File: src/rtl/vcci_regs.svh
`ifndef VCCI_REGS_SVH
`define VCCI_REGS_SVH

// Register byte offsets
`define VCCI_OFF_DATA0 8'h00
`define VCCI_OFF_DATA1 8'h04
`define VCCI_OFF_DATA2 8'h08
`define VCCI_OFF_CC0 8'h0c
`define VCCI_OFF_CC1 8'h10
`define VCCI_OFF_CCX0 8'h14
`define VCCI_OFF_CCX1 8'h18
`define VCCI_OFF_CTRL 8'h1c
`define VCCI_OFF_STAT 8'h20

// Field positions
`define VCCI_B_CRC_EN 4
`define VCCI_B_ODD_EN 5
`define VCCI_B_EVEN_EN 6
`define VCCI_B_NTSC 0
`define VCCI_B_CC_EN 1

// Reset values
`define VCCI_RST_DATA 8'h00
`define VCCI_RST_CTRL 8'h03

// Line numbers
`define VCCI_CC_LINE_ODD 10'h015
`define VCCI_CC_LINE_EVEN 10'h11c
`define VCCI_CGMS_LINE_ODD 10'h014
`define VCCI_CGMS_LINE_EVEN 10'h11b

// Timing, times in ns, counts in pclk cycles
`define VCCI_CLK_NS 50
`define VCCI_CC_BIT_NS 1986
`define VCCI_CGMS_BIT_NS 2235
`define VCCI_CC_START_NS 10500
`define VCCI_CGMS_START_NS 11200
`define VCCI_CC_BIT_CYC (`VCCI_CC_BIT_NS / `VCCI_CLK_NS)
`define VCCI_CGMS_BIT_CYC (`VCCI_CGMS_BIT_NS / `VCCI_CLK_NS)
`define VCCI_CC_START_CYC (`VCCI_CC_START_NS / `VCCI_CLK_NS)
`define VCCI_CGMS_START_CYC (`VCCI_CGMS_START_NS / `VCCI_CLK_NS)
`define VCCI_RUNIN_BITS 7
`define VCCI_BLANK_CODE 8'h10

`endif

File: src/rtl/vcci_pkg.sv
package vcci_pkg;

    typedef enum logic [5:0] {
        ST_IDLE = 6'b000001,
        ST_WAIT = 6'b000010,
        ST_RUNIN = 6'b000100,
        ST_PRE = 6'b001000,
        ST_START = 6'b010000,
        ST_DATA = 6'b100000
    } vcci_state_e;

    typedef struct packed {
        logic line_start;
        logic field_odd;
        logic [9:0] line_num;
        logic [7:0] pix;
    } vcci_vid_s;

    typedef struct packed {
        logic active;
        logic runin;
        logic is_cgms;
        logic level;
        logic [8:0] phase;
    } vcci_wave_s;

endpackage : vcci_pkg

File: src/rtl/vcci_crc6.sv
`timescale 1ns/1ps
module vcci_crc6 (
    input wire logic [13:0] data,
    output logic [5:0] crc
);
    logic [5:0] r;
    logic fb;

    // Serial x^6+x+1 over C0 first, preset all ones
    always_comb begin
        r = 6'h3f;
        fb = 1'b0;
        for (int i = 0; i < 14; i++) begin
            fb = data[i] ^ r[5];
            r = {r[4:0], 1'b0} ^ {4'h0, fb, fb};
        end
        for (int k = 0; k < 6; k++) begin
            crc[k] = r[5-k];
        end
    end
endmodule : vcci_crc6

File: src/rtl/vcci_top.sv
// Chosen here: the register offsets and the APB interface to the registers.
`timescale 1ns/1ps
`include "vcci_regs.svh"
module vcci_top import vcci_pkg::*; #(
    parameter int unsigned CC_BIT_CYC = `VCCI_CC_BIT_CYC,
    parameter int unsigned CGMS_BIT_CYC = `VCCI_CGMS_BIT_CYC,
    parameter int unsigned CC_START_CYC = `VCCI_CC_START_CYC,
    parameter int unsigned CGMS_START_CYC = `VCCI_CGMS_START_CYC,
    parameter logic [7:0] BLANK_CODE = `VCCI_BLANK_CODE
) (
    input wire logic pclk,
    input wire logic presetn,
    input wire logic psel,
    input wire logic penable,
    input wire logic pwrite,
    input wire logic [7:0] paddr,
    input wire logic [31:0] pwdata,
    output logic [31:0] prdata,
    output logic pready,
    output logic pslverr,
    input wire vcci_vid_s vid,
    output vcci_wave_s wave,
    output logic [7:0] pix_out
);

    typedef struct packed {
        vcci_state_e fsm;
        logic is_cgms;
        logic [4:0] bit_cnt;
        logic [8:0] cyc_cnt;
        logic [19:0] shreg;
        logic [7:0] data0;
        logic [7:0] data1;
        logic [7:0] data2;
        logic [7:0] cc0;
        logic [7:0] cc1;
        logic [7:0] ccx0;
        logic [7:0] ccx1;
        logic [7:0] ctrl;
        logic [31:0] prdata;
        logic pready;
        logic pslverr;
        logic ignore;
        logic [7:0] pix_out;
        vcci_wave_s wave;
    } vcci_st_s;

    localparam logic [8:0] CC_BIT = 9'(CC_BIT_CYC - 1);
    localparam logic [8:0] CGMS_BIT = 9'(CGMS_BIT_CYC - 1);
    localparam logic [8:0] CC_START = 9'(CC_START_CYC - 1);
    localparam logic [8:0] CGMS_START = 9'(CGMS_START_CYC - 1);

    vcci_st_s s_reg;
    vcci_st_s s_next;
    logic [5:0] crc;
    logic [19:0] cgms_word;
    logic cc_line;
    logic cgms_line;
    logic setup;
    logic tick;
    logic [8:0] bit_len;

    function automatic logic addr_ok(input logic [7:0] a);
        return (a[1:0] == 2'h0) && (a <= `VCCI_OFF_STAT);
    endfunction : addr_ok

    function automatic logic [7:0] par_byte(input logic [7:0] b);
        return {~^b[6:0], b[6:0]};
    endfunction : par_byte

    function automatic logic [31:0] rd_mux(input vcci_st_s st, input logic [7:0] a);
        logic [31:0] d;
        d = 32'h0;
        unique case (a)
            `VCCI_OFF_DATA0: d[7:0] = st.data0;
            `VCCI_OFF_DATA1: d[7:0] = st.data1;
            `VCCI_OFF_DATA2: d[7:0] = st.data2;
            `VCCI_OFF_CC0: d[7:0] = st.cc0;
            `VCCI_OFF_CC1: d[7:0] = st.cc1;
            `VCCI_OFF_CCX0: d[7:0] = st.ccx0;
            `VCCI_OFF_CCX1: d[7:0] = st.ccx1;
            `VCCI_OFF_CTRL: d[7:0] = st.ctrl;
            `VCCI_OFF_STAT: d[12:0] = {st.bit_cnt, st.is_cgms, st.fsm, st.ignore};
            default: d = 32'h0;
        endcase
        return d;
    endfunction : rd_mux

    vcci_crc6 u_crc (
        .data({s_reg.data1[5:0], s_reg.data2}),
        .crc(crc)
    );

    always_comb begin
        cgms_word = {s_reg.data0[3:0], s_reg.data1, s_reg.data2};
        if (s_reg.data0[`VCCI_B_CRC_EN]) begin
            cgms_word[19:14] = crc;
        end
        cc_line = s_reg.ctrl[`VCCI_B_CC_EN] &&
            ((vid.field_odd && vid.line_num == `VCCI_CC_LINE_ODD) ||
             (!vid.field_odd && vid.line_num == `VCCI_CC_LINE_EVEN));
        cgms_line = s_reg.ctrl[`VCCI_B_NTSC] &&
            ((vid.field_odd && vid.line_num == `VCCI_CGMS_LINE_ODD &&
              s_reg.data0[`VCCI_B_ODD_EN]) ||
             (!vid.field_odd && vid.line_num == `VCCI_CGMS_LINE_EVEN &&
              s_reg.data0[`VCCI_B_EVEN_EN]));
        setup = psel && !penable;
        bit_len = s_reg.is_cgms ? CGMS_BIT : CC_BIT;
        tick = (s_reg.cyc_cnt == 9'h0);
    end

    always_comb begin
        s_next = s_reg;
        // Register bus, one wait-free access phase
        s_next.pready = setup;
        s_next.pslverr = setup && !addr_ok(paddr);
        if (setup) begin
            s_next.prdata = rd_mux(s_reg, paddr);
        end
        if (psel && penable && s_reg.pready && pwrite && !s_reg.pslverr) begin
            unique case (paddr)
                `VCCI_OFF_DATA0: s_next.data0 = pwdata[7:0];
                `VCCI_OFF_DATA1: s_next.data1 = pwdata[7:0];
                `VCCI_OFF_DATA2: s_next.data2 = pwdata[7:0];
                `VCCI_OFF_CC0: s_next.cc0 = pwdata[7:0];
                `VCCI_OFF_CC1: s_next.cc1 = pwdata[7:0];
                `VCCI_OFF_CCX0: s_next.ccx0 = pwdata[7:0];
                `VCCI_OFF_CCX1: s_next.ccx1 = pwdata[7:0];
                `VCCI_OFF_CTRL: s_next.ctrl = pwdata[7:0];
                default: s_next.ctrl = s_reg.ctrl;
            endcase
        end
        // Waveform sequencer
        if (s_reg.fsm != ST_IDLE && !tick) begin
            s_next.cyc_cnt = s_reg.cyc_cnt - 9'h1;
        end
        unique case (s_reg.fsm)
            ST_IDLE: s_next.fsm = ST_IDLE;
            ST_WAIT: begin
                if (tick) begin
                    s_next.cyc_cnt = bit_len;
                    s_next.fsm = s_reg.is_cgms ? ST_PRE : ST_RUNIN;
                    s_next.bit_cnt = s_reg.is_cgms ? 5'h0 : 5'(`VCCI_RUNIN_BITS - 1);
                end
            end
            ST_RUNIN: begin
                if (tick) begin
                    s_next.cyc_cnt = bit_len;
                    s_next.bit_cnt = s_reg.bit_cnt - 5'h1;
                    if (s_reg.bit_cnt == 5'h0) begin
                        s_next.fsm = ST_PRE;
                        s_next.bit_cnt = 5'h1;
                    end
                end
            end
            ST_PRE: begin
                if (tick) begin
                    s_next.cyc_cnt = bit_len;
                    s_next.bit_cnt = s_reg.bit_cnt - 5'h1;
                    if (s_reg.bit_cnt == 5'h0) begin
                        s_next.fsm = s_reg.is_cgms ? ST_DATA : ST_START;
                        s_next.bit_cnt = 5'h13;
                    end
                end
            end
            ST_START: begin
                if (tick) begin
                    s_next.cyc_cnt = bit_len;
                    s_next.fsm = ST_DATA;
                    s_next.bit_cnt = 5'h0f;
                end
            end
            ST_DATA: begin
                if (tick) begin
                    s_next.cyc_cnt = bit_len;
                    s_next.shreg = {1'b0, s_reg.shreg[19:1]};
                    s_next.bit_cnt = s_reg.bit_cnt - 5'h1;
                    if (s_reg.bit_cnt == 5'h0) begin
                        s_next.fsm = ST_IDLE;
                    end
                end
            end
            default: s_next.fsm = ST_IDLE;
        endcase
        // Line start loads straight from the data registers
        if (vid.line_start) begin
            s_next.ignore = cc_line;
            if (cc_line) begin
                s_next.fsm = ST_WAIT;
                s_next.is_cgms = 1'b0;
                s_next.cyc_cnt = CC_START;
                s_next.bit_cnt = 5'h0;
                s_next.shreg = vid.field_odd ?
                    {4'h0, par_byte(s_reg.cc1), par_byte(s_reg.cc0)} :
                    {4'h0, par_byte(s_reg.ccx1), par_byte(s_reg.ccx0)};
            end else if (cgms_line) begin
                s_next.fsm = ST_WAIT;
                s_next.is_cgms = 1'b1;
                s_next.cyc_cnt = CGMS_START;
                s_next.bit_cnt = 5'h0;
                s_next.shreg = cgms_word;
            end else begin
                s_next.fsm = ST_IDLE;
            end
        end
        s_next.pix_out = s_next.ignore ? BLANK_CODE : vid.pix;
        s_next.wave.active = !(s_next.fsm inside {ST_IDLE, ST_WAIT});
        s_next.wave.runin = (s_next.fsm == ST_RUNIN);
        s_next.wave.is_cgms = s_next.is_cgms;
        s_next.wave.phase = s_next.cyc_cnt;
        unique case (s_next.fsm)
            ST_RUNIN: s_next.wave.level = s_next.cyc_cnt > {1'b0, bit_len[8:1]};
            ST_PRE: s_next.wave.level = s_next.is_cgms;
            ST_START: s_next.wave.level = 1'b1;
            ST_DATA: s_next.wave.level = s_next.shreg[0];
            default: s_next.wave.level = 1'b0;
        endcase
    end

    always_ff @(posedge pclk or negedge presetn) begin
        if (!presetn) begin
            s_reg <= '{fsm: ST_IDLE, data0: `VCCI_RST_DATA, data1: `VCCI_RST_DATA,
                data2: `VCCI_RST_DATA, cc0: `VCCI_RST_DATA, cc1: `VCCI_RST_DATA,
                ccx0: `VCCI_RST_DATA, ccx1: `VCCI_RST_DATA, ctrl: `VCCI_RST_CTRL,
                default: '0};
        end else begin
            s_reg <= s_next;
        end
    end

    assign prdata = s_reg.prdata;
    assign pready = s_reg.pready;
    assign pslverr = s_reg.pslverr;
    assign wave = s_reg.wave;
    assign pix_out = s_reg.pix_out;

    // Checks
    logic [11:0] runin_len;
    logic [11:0] runin_len_next;
    localparam logic [11:0] RUNIN_TOTAL = 12'(`VCCI_RUNIN_BITS * CC_BIT_CYC);

    always_comb begin
        runin_len_next = s_reg.wave.runin ? runin_len + 12'h1 : 12'h0;
    end

    always_ff @(posedge pclk or negedge presetn) begin
        if (!presetn) begin
            runin_len <= 12'h0;
        end else begin
            runin_len <= runin_len_next;
        end
    end
endmodule : vcci_top

File: config.mk
export PLATFORM = sky130hd
export DESIGN_NAME = vcci_top
export DESIGN_NICKNAME = d
export VERILOG_FILES = /design/src/rtl/vcci_pkg.sv /design/src/rtl/vcci_crc6.sv /design/src/rtl/vcci_top.sv
export VERILOG_INCLUDE_DIRS = /design/src /design/src/rtl
export SDC_FILE = /design/constraint.sdc
export NUM_CORES = 1
export LEC_CHECK = 0
export ABC_CLOCK_PERIOD_IN_PS = 9100
export BUFFER_PORTS_ARGS = -buffer_cell sky130_fd_sc_hd__buf_2
export CORE_MARGIN = 2
export CORE_UTILIZATION = 40
export CTS_BUF_LIST = sky130_fd_sc_hd__clkbuf_8
export DETAILED_ROUTE_END_ITERATION = 8
export PLACE_DENSITY = 0.69
export SYNTH_ARGS = -nofsm -noshare
export SYNTH_HDL_FRONTEND = slang
export SYNTH_HIERARCHICAL = 1
export SYNTH_SLANG_ARGS = --single-unit
File: constraint.sdc
create_clock -name pclk -period 9.1 [get_ports pclk]
set_clock_uncertainty 0.15 [all_clocks]
set_input_delay 1.365 -clock pclk [delete_from_list [all_inputs] [get_ports pclk]]
set_output_delay 1.365 -clock pclk [all_outputs]
set_load 0.03 [all_outputs]
# After elaboration in Yosys (flattened, before gate mapping)
# Cells that the tools add are included.
[op_classes]
addsub = 2
order_cmp = 2
n_eq_ne = 24
n_mux = 34
n_bitwise = 28
n_reduce_logical = 41
[ops]
columns = ["cell", "count"]
rows = [
  ["$xor A6 B2 Y6", 13],
  ["$pmux W8 S9", 1],
  ["$pmux W14 S5", 1],
  ["$mux W6", 10],
  ["$mux W14", 4],
  ["$mux W41", 1],
  ["$mux W37", 1],
  ["$mux W35", 1],
  ["$mux W34", 1],
  ["$eq A8 B5 Y1 const B", 4],
  ["$pmux W6 S5", 1],
  ["$reduce_xnor A7 Y1", 4],
  ["$eq A10 B5 Y1 const B", 2],
  ["$eq A10 B9 Y1 const B", 2],
  ["$mux W20", 1],
  ["$eq A8 B4 Y1 const B", 2],
  ["$logic_and A1 B1 Y1", 16],
  ["$mux W16", 1],
  ["$reduce_and A2 Y1", 8],
  ["$mux W5", 3],
  ["$xor A1 B1 Y1", 13],
  ["$eq A6 B2 Y1 const B", 2],
  ["$eq A6 B3 Y1 const B", 2],
  ["$eq A6 B4 Y1 const B", 2],
  ["other kinds (26)", 35],
]
[word_totals]
reg_bits = 132
in_bits = 65
out_inout_bits = 55
wordCells = 152

# Logic depth before layout (Yosys ltp)
# Gate-level depths: netlist (run 1).
[logic_depth]
word_depth = 35
mapped_depth = 16
ltp_nobuf = 15

# Cells and area by module
# The synthesis (run 1) kept the hierarchy.
[modules_own_cells]
columns = ["mod", "instances", "cells_per_inst", "area_each_um2"]
rows = [
  ["vcci_top", 1, 671, 7231.9],
  ["vcci_crc6", 1, 24, 216.5],
]

# Least setup slack after synthesis (run 1)
# No wires, ideal clock.
[synth_timing]
path_kind = "input -> register"
from = "in vid[17] (netlist bit)"
to = "reg s_reg (netlist bit wave[9])"
setup_ns = 0.069
arrival_time_ns = 3.636
required_time_ns = 8.881
slack_ns = 5.245
stages = 12
path_buffers = 1
path_cell_list = "nand4b_1 -> or4_1 -> a21o_1 -> or2_2 -> clkbuf_1 -> a31oi_1 -> ha_1 -> and2_1 -> o31a_1 -> a221oi_1 -> o211ai_1 -> nand3_1"
[synth_lines]
columns = ["item", "line", "text"]
rows = [
  ["start, declared", "vcci_top.sv:21", "input wire vcci_vid_s vid,"],
  ["end signal, assigned", "vcci_top.sv:222", "s_reg <= '{fsm: ST_IDLE, data0: `VCCI_RST_DATA, data1: `VCCI_RST_DATA,"],
  ["end signal, assigned", "vcci_top.sv:227", "s_reg <= s_next;"],
  ["end, declared", "vcci_top.sv:53", "vcci_st_s s_reg;"],
]

==> run metrics, run 1 <==
top sig layer=met4; LEAKAGE=3.71 nW; H-Tree Depth=4; fin crit share=48.2%; top-area cell type share of the netlist area=43.3%; FF+latch area=0.00331 mm2; DIE WIDTH=140 um; fin. max-slew vios=0; hold_sp=prdata[12]; Num CTS Buffers=17; Worst VDD drop=0.0000926 V; post-route ant nets=0; sequential share of power=50.9%; area growth from synthesis to layout=8.50%; CTS sink cnt=132; Wirelength per Cell=19.7 um; Layout fillers=1757; clk buf depth=2; Fin Hold WS=0.329 ns; maximum clock frequency=0.228 GHz; RePlAce Congestion=0.925; first-pass GRT wire length=30500 um; met3 WL=1380 um; WS Path Type=reg2reg; max cap viols=0; area of the multi-input gates=0.00364 mm2; post-CTS resize count=0; Psw=0.304 mW; Sw Share=26.1%; Gate power share=5.8%; cell area after synthesis=0.00745 mm2; die area=0.0197 mm2; design area=0.00808 mm2; Routed WL=19100 um; CTS tree=yes; diode count=0; Final #Nets=799; Synth area leaders=dfrtp_1, mux2_2, buf_4, xnor2_1, mux2i_1; CP endpoint kind=flop; Critical Path Start Type=flop; Crit Path Max Fanout=17; gr usage total=20.0%; DP Cell Count=938; pre-CTS setup slack=4.54 ns; Final Hold Fails=0; clock-pin transition on the worst setup and hold timing paths=0.08 ns; IO Count=120; critical path arrival=4.63 ns; CP startpoint=wave[0]; vias in the first global route=5463; outcome=completed; core area=0.0181 mm2; Final WS setup=4.71 ns; initial cell density of the core=41.0%; WL met2=8950 um; largest net degree at the start of global routing=69; Initial DRC Count=549; fin crit period=4.39 ns; WL met1=8360 um; Worst Tran Pin Value=1.13 ns; setup_tns=0 ns; DR DRC count=0; clock power share=43.3%; Area after DPL=0.00768 mm2; Hold Buf Count CTS=0; Final Non-Filler Cells=970; sequential area share after synthesis=44.4%; number of enable flip-flop cells after synthesis=0; IO Port Bufs=76; power per cell area=144 mW/mm2; Slew Limit Headroom=24.0%; flop2flop setup slack=4.71 ns; Worst-Skew Late Latency=0.47 ns; FFs w/ async S/R, synth=100%; P_int=0.861 mW; num rows=49; Most used DFF post-synth=dfrtp_1; initial antenna violation count=1; Layout Utilization=44.5%; Syn Inst Count=695; Cell variety after synth=66; Power Total=1.17 mW; grt ovf=0; Via-to-Cell Ratio=5.74; RR Startpoint=wave[0]; Worst Hold Class=reg2reg; YS warnings=6; drt pass-1 iters=6; post-detail-place hpwl=13600 um; number of flip-flops in the largest register=82; via count=5571; Die Y=140 um; synthesized area per cell=10.7 um2; Worst Path Required=9.34 ns; layout cells sized above 1=28.2%; RSZ-0062 raised after global routing=false; final setup fails=0; Root Driver=clkbuf_8; postcts setup bufs=0; synthesis-stage register bit count=132; area leader, netlist=dfrtp_1
per-layer routing:
metal | GRT usage, % | up-vias
met4 | 7.26 | 0
met5 | 0 | -
met3 | 4.51 | 33
met2 | 31.3 | 234
li1 | - | 2545
met1 | 27.2 | 2759
cells by family after synthesis:
kind of cell / share of synthesized area, %
AND/OR/NAND/NOR: 11.8
AO/OA/AOI/OAI: 13.6
flip-flops: 44.4
multiplexers: 14.7
buffers and inverters: 7.68
XOR/XNOR: 6.69
adder cells (fa/ha/maj): 1.01
other: 0.0503
synthesized netlist by cell type (5+ instances only):
cell and number:
a211oi_1 15, a21oi_1 30, a221oi_1 8, a222oi_1 17
a22o_1 8, a31oi_1 9, and2_1 9, buf_2 5
buf_4 54, clkbuf_1 20, dfrtp_1 129, ha_1 6
inv_1 10, mux2_2 78, mux2i_1 22, nand2_1 55
nand3_1 8, nand3b_1 6, nor2_1 28, nor2b_1 6
nor3_1 6, o21ai_0 27, o22ai_1 12, xnor2_1 43
xor2_1 12
critical path, cell delays in order, from the launching register on:
cell	delay, ns
dfrtp_1	0.42
inv_1	0.07
ha_1	0.23
or3b_2	0.51
nor3_2	0.56
inv_2	0.32
a31oi_1	0.61
nand2_1	0.16
o21ai_0	0.11
a21oi_1	0.11
ha_1	0.33
and2_1	0.15
o31a_1	0.10
a221oi_1	0.27
o211ai_1	0.12
nand3_1	0.10
cells in the final DEF (no fill, tap or decap), types with 9 or more instances in the layout:
cell / count
mux2_2: 78
o21ai_0: 27
o22ai_1: 12
and2_1: 9
dfrtp_1: 129
xor2_1: 12
conb_1: 19
xnor2_1: 43
clkbuf_8: 18
mux2i_1: 22
buf_2: 75
nand2_1: 55
inv_1: 10
a21oi_1: 30
a222oi_1: 17
a211oi_1: 15
a31oi_1: 9
nor2_1: 28
path summary, 6_finish.rpt:
path | endpoint | cells after the start
min reg2reg | prdata[12] | 2
min | prdata[12] | 2
max | wave[9] | 15
min in group asynchronous | prdata[8] | 1
max reg2reg | wave[9] | 15
max in group asynchronous | cgms_word[12] | 2
cell type report:
class	instances	area share [%]
Clock buffer	18	3.07
Clock inverter	14	1.89
Inverter	11	0.511
Multi-Input combinational cell	487	45.0
Sequential cell	132	40.9
Tap cell	229	3.55
Timing Repair Buffer	79	5.06
power by group through the flow:
stage          Combinational (mW)  Sequential (mW)  Clock, mW
2_1_floorplan              0.0432            0.605          0
3_3_place_gp               0.0676            0.605          0
3_5_place_dp               0.0686            0.605          0
4_1_cts                    0.0687            0.593      0.513
5_1_grt                    0.0747            0.594      0.538
6_report                   0.0678            0.593      0.504
Power figures use the tool's default switching activity.
==> run 2: changes to the inputs <==
- ABC_CLOCK_PERIOD_IN_PS: 9100 -> 3900
- PLACE_DENSITY: 0.69 -> 0.71
- clock period: 9.1 -> 3.9 ns (I/O delays scaled with it)
==> run 2 against run 1 <==
Against the previous run: die area unchanged; sequential cell count unchanged; non-clock buffer count up 12; critical path type unchanged; hold slack worse by 0.23 ns; largest cell class unchanged.
==> run metrics, run 2 (synthesis gave the netlist of run 1 again) <==
outcome=completed; postcts setup bufs=0 (unchanged); Psw=0.711 mW (+130%); Final #Nets=811 (+1.5%); IO Count=120 (unchanged); diode count=0 (unchanged); maximum clock frequency=0.280 GHz (+23%); Reg2Reg Depth=15 (unchanged); setup_tns=0 ns (unchanged); Final Non-Filler Cells=982 (+1.2%); Crit Path Max Fanout=17 (unchanged); post-detail-place hpwl=13700 um (+1.0%); gr usage total=19.9% (-0.11 points); commonest non-fill, non-tap cell in the layout=dfrtp_1; CP peak stage delay=0.51 ns (-0.10 ns); initial antenna violation count=1 (unchanged); crit path cell chain=inv_1, ha_1, or3b_2, nor3_2, inv_2, a31oi_1, nand2_1, o21ai_0, a21oi_1, ha_1, and2_1, o31a_1, a221oi_1, o211ai_1, nand3_1; power per cell area=335 mW/mm2 (+130%); DR DRC count=0 (unchanged); Final Hold Fails=0 (unchanged); Wirelength per Cell=19.4 um (-1.5%); layout cells sized above 1=29.3% (+1.1 points); CTS tree=yes; vias in the first global route=5409 (-0.99%); drt pass-1 iters=5 (-1); RSZ-0062 raised after global routing=false; largest net degree at the start of global routing=112 (+62%); cell family with most CP delay=compound AO/OA/AOI/OAI gates; number of flip-flops in the largest register=82 (unchanged); post-CTS resize count=0 (unchanged); area growth from synthesis to layout=9.81%; H-Tree Depth=4 (unchanged); sequential share of power=50.5% (-0.4 points); RR Startpoint=wave[1]; core area=0.0181 mm2 (unchanged); commonest non-fill, non-tap cells in the layout=dfrtp_1, mux2_2, buf_2; flop2flop setup slack=0.33 ns (-4.38 ns); clock-pin transition on the worst setup and hold timing paths=0.08 ns (about the same); WS Path Type=reg2reg; Worst Tran Pin Value=1.03 ns (-0.0982 ns); critical path arrival=3.82 ns (-0.81 ns); clock power share=43.7% (+0.4 points); Sw Share=25.9% (-0.17 points); Worst path depth=15 (unchanged); Area after DPL=0.00777 mm2 (+1.2%); highest-delay cell along the critical path=or3b_2; Via-to-Cell Ratio=5.68 (-1.0%); Die Y=140 um (unchanged); Initial DRC Count=538 (-2.0%); Critical Path Start Type=flop; end of the worst register-to-register path=wave[9]; num rows=49 (unchanged); CP endpoint kind=flop; LEAKAGE=3.77 nW (+1.7%); via count=5582 (+0.20%); max cap viols=0 (unchanged); Gate power share=5.8% (about the same); IO Port Bufs=76 (unchanged); RePlAce Congestion=0.896 (-3.1%); Routed WL=19000 um (-0.25%); fin. max-slew vios=0 (unchanged); Worst Hold Class=in2async; fin crit share=91.5% (+43 points); Root Driver=clkbuf_8; first-pass GRT wire length=30200 um (-1.0%); design area=0.00818 mm2 (+1.2%); Worst VDD drop=0.000199 V (+110%); post-route ant nets=0 (unchanged); DIE WIDTH=140 um (unchanged); Worst-Skew Late Latency=0.46 ns (about the same); P_int=2.03 mW (+140%); grt ovf=0 (unchanged); clk buf depth=2 (unchanged); final setup fails=0 (unchanged); DP Cell Count=950 (+1.3%); Buf+Inv Stages, Crit Path=2 (unchanged); Num CTS Buffers=17 (unchanged); CTS sink cnt=132 (unchanged); die area=0.0197 mm2 (unchanged); Hold Buf Count CTS=0 (unchanged); crit-path most repeated cell=ha_1; fin crit period=3.57 ns (-0.817 ns); Slew Limit Headroom=31.2% (+7.2 points); initial cell density of the core=41.0% (unchanged); Worst Path Required=4.15 ns (-5.19 ns)
[run 2: cell types whose count changed in the layout (fill, tap and decap cells not counted), sizes merged]
cell | before | now
inv | 14 | 15
buf | 79 | 91
clkbuf | 18 | 19
clkinv | 5 | 2
clkinvlp | 4 | 5
[run 2: per-stage QoR]
| stage | total power, mW | setup slack (ns) | hold slack [ns] | utilization [%] |
|---|---|---|---|---|
| 2_1_floorplan | 1.51 | 0.788 | 0.139 | - |
| 3_3_place_gp | 1.57 | 0.462 | 0.306 | 42.8 |
| 6_report | 2.74 | 0.330 | 0.0957 | 45.1 |
| 5_1_grt | 2.84 | 0.0145 | 0.152 | 45.1 |
| 4_1_cts | 2.77 | 0.377 | 0.140 | 45.1 |
| 3_5_place_dp | 1.57 | 0.394 | 0.316 | 42.8 |
[run 2: power groups by stage]
stage	registers, mW	logic, mW	clock network [mW]
finish	1.38	0.159	1.20
CTS	1.38	0.162	1.22
global placement	1.41	0.159	0
global route	1.39	0.177	1.28
floorplan	1.41	0.101	0
detailed placement	1.41	0.162	0
[run 2: worst max path at each step]
stage	startpoint	end	slack [ns]
floorplan	wave[0]	wave[9]	0.79
global placement	wave[0]	wave[9]	0.46
CTS	wave[1]	wave[9]	0.38
finish	wave[1]	wave[9]	0.33
detailed placement	wave[0]	wave[9]	0.39
global route	wave[1]	wave[9]	0.01
[run 2: metal layers]
metal / up-vias / GRT usage, % / share of wire, %
li1: 2577 / - / -
met3: 33 / 4.55 / 6.9
met1: 2745 / 27.1 / 44
met5: - / 0 / 0
met2: 227 / 31.3 / 47
met4: 0 / 6.74 / 2.1
[run 2: layout make-up]
type,instances,area [um2]
fillers,1721,9970
flip-flops and latches,132,3310
repair buffers,91,499
inverters,11,41.3
clock inverters,13,146
clock buffers,19,262
well taps,229,287
multi-input cells,487,3640
==> run 3: changes to the inputs <==
- CORE_UTILIZATION: 40 -> 45
- PLACE_DENSITY: 0.71 -> 0.66
==> run 3 against run 2 <==
Against the previous run: clock-buffer cell count decreased by 2; fmax increased by 0.68%; die area decreased by 11%; hold slack got worse by 0.0079 ns; register-to-register slack improved by 0.02 ns; cell count decreased by 0.81%; non-clock buffer count increased by 1; via count increased by 2.2%; wire length increased by 2.6%; global-route usage increased by 2.8 points; first-iteration DRC count increased by 8.6%; sequential cell count unchanged; critical path type unchanged; largest cell class unchanged.
==> run metrics, run 3 (synthesis gave the netlist of run 1 again) <==
IO Count=120 (unchanged); RR Startpoint=wave[0]; Reg2Reg Depth=14 (-1); gr busiest metal=met2; LEAKAGE=3.80 nW (+0.89%); flop2flop setup slack=0.35 ns (+0.02 ns); CTS sink cnt=132 (unchanged); Via-to-Cell Ratio=5.86 (+3.0%); layout cells sized above 1=29.3% (-0.039 points); Num CTS Buffers=17 (unchanged); setup_tns=0 ns (unchanged); Crit Path Max Fanout=17 (unchanged); Slew Limit Headroom=41.1% (+9.9 points); vias in the first global route=5693 (+5.3%); via count=5705 (+2.2%); Root Driver=clkbuf_8; max cap viols=0 (unchanged); outcome=completed; RePlAce Congestion=0.933 (+4.0%); Routed WL=19500 um (+2.6%); Final WS setup=0.354 ns (+0.0242 ns); number of flip-flops in the largest register=82 (unchanged); maximum clock frequency=0.282 GHz (+0.68%); clock-pin transition on the worst setup and hold timing paths=0.08 ns (about the same); Critical Path Start Type=flop; RSZ-0062 raised after global routing=false; Worst Tran Pin Value=0.883 ns (-0.149 ns); post-detail-place hpwl=14200 um (+3.8%); end of the worst register-to-register path=wave[9]; commonest non-fill, non-tap cells in the layout=dfrtp_1, mux2_2, buf_2; Final #Nets=812 (+0.12%); area growth from synthesis to layout=10.1%; Final Hold Fails=0 (unchanged); fin crit share=90.9% (-0.62 points); postcts setup bufs=0 (unchanged); Hold Buf Count CTS=0 (unchanged); largest net degree at the start of global routing=66 (-41%); clk buf depth=2 (unchanged); gr usage total=22.7% (+2.8 points); Worst Path Required=4.14 ns (about the same); diode count=0 (unchanged); H-Tree Depth=4 (unchanged); global routing usage on met2=36.5% (+5.2 points); CP startpoint=wave[0]; fin. max-slew vios=0 (unchanged); final setup fails=0 (unchanged); die area=0.0176 mm2 (-11%); fin crit period=3.55 ns (-0.0242 ns); Fin Hold WS=0.0878 ns (-0.00792 ns); initial antenna violation count=0 (-1); DR DRC count=0 (unchanged); initial cell density of the core=45.4% (+4.4 points); power per cell area=337 mW/mm2 (+0.67%); CP endpoint kind=flop; critical path arrival=3.79 ns (-0.03 ns); commonest non-fill, non-tap cell in the layout=dfrtp_1; drt pass-1 iters=8 (+3); design area=0.00820 mm2 (+0.31%); Wirelength per Cell=20.1 um (+3.5%); global-route met1 utilization=29.8% (+2.7 points); Die Y=133 um (-5.6%); Worst-Skew Late Latency=0.46 ns (about the same); IO Port Bufs=76 (unchanged); Initial DRC Count=584 (+8.6%); grt ovf=0 (unchanged); CTS tree=yes; WS Path Type=reg2reg; pre-CTS setup slack=0.427 ns (+0.0330 ns); first-pass GRT wire length=30800 um (+1.9%); Worst VDD drop=0.000314 V (+58%); post-CTS resize count=0 (unchanged); DIE WIDTH=133 um (-5.6%); Worst Hold Class=in2async; global-route met3 utilization=5.48% (+0.93 points); num rows=47 (-4.1%); post-route ant nets=0 (unchanged); core area=0.0164 mm2 (-9.6%); Area after DPL=0.00779 mm2 (+0.23%)
run 3: changes by cell type in the layout (fill, tap and decap cells not counted), sizes merged:
| cell | before | now |
|---|---|---|
| clkinv | 2 | 7 |
| clkinvlp | 5 | 1 |
| clkbuf | 19 | 17 |
| buf | 91 | 92 |
| bufinv | 2 | 3 |
run 3: worst max-delay path by stage:
stage	endpoint	slack, ns	cells past startpoint
6_report	wave[9]	0.35	14
5_1_grt	wave[9]	0.04	14
4_1_cts	wave[9]	0.38	14
3_5_place_dp	wave[9]	0.43	14
3_3_place_gp	wave[9]	0.51	15
2_1_floorplan	wave[9]	0.79	15
run 3: worst max-delay path, stage by stage (launching register included):
cell and delay, ns:
dfrtp_1 0.42, inv_1 0.07, ha_1 0.24, or3b_2 0.52
nor3_2 0.18, inv_2 0.19, a31oi_1 0.35, o21ai_0 0.15
a21oi_1 0.20, ha_1 0.27, and2_1 0.15, o31a_1 0.10
a221oi_1 0.27, o211ai_1 0.12, nand3_1 0.09
run 3: metal layers:
layer  wire [um]  vias to the layer above
met4         427                        0
met3        1370                       37
met1        8350                     2850
li1            -                     2574
met5           0                        -
met2        9400                      244
run 3: area by class of cell:
cell class	instances	area, um2
fillers	1482	8200
inverters	11	41.3
clock inverters	15	181
well taps	220	275
clock buffers	17	234
flip-flops and latches	132	3310
repair buffers	92	528
multi-input cells	487	3640
run 3: report_power, final:
group	leakage [nW]	internal, mW	switching (mW)
logic	1.93	0.0466	0.117
registers	1.66	1.38	0.00735
clock network	0.212	0.637	0.583
total	3.80	2.06	0.707
run 3: through the flow:
step	cells	power (mW)	utilization, %
after CTS	974	2.79	50.0
after floorplan	713	1.51	-
after global placement	942	1.57	47.5
after detailed placement	942	1.58	47.5
final	974	2.77	50.0
after global routing	974	2.87	50.0
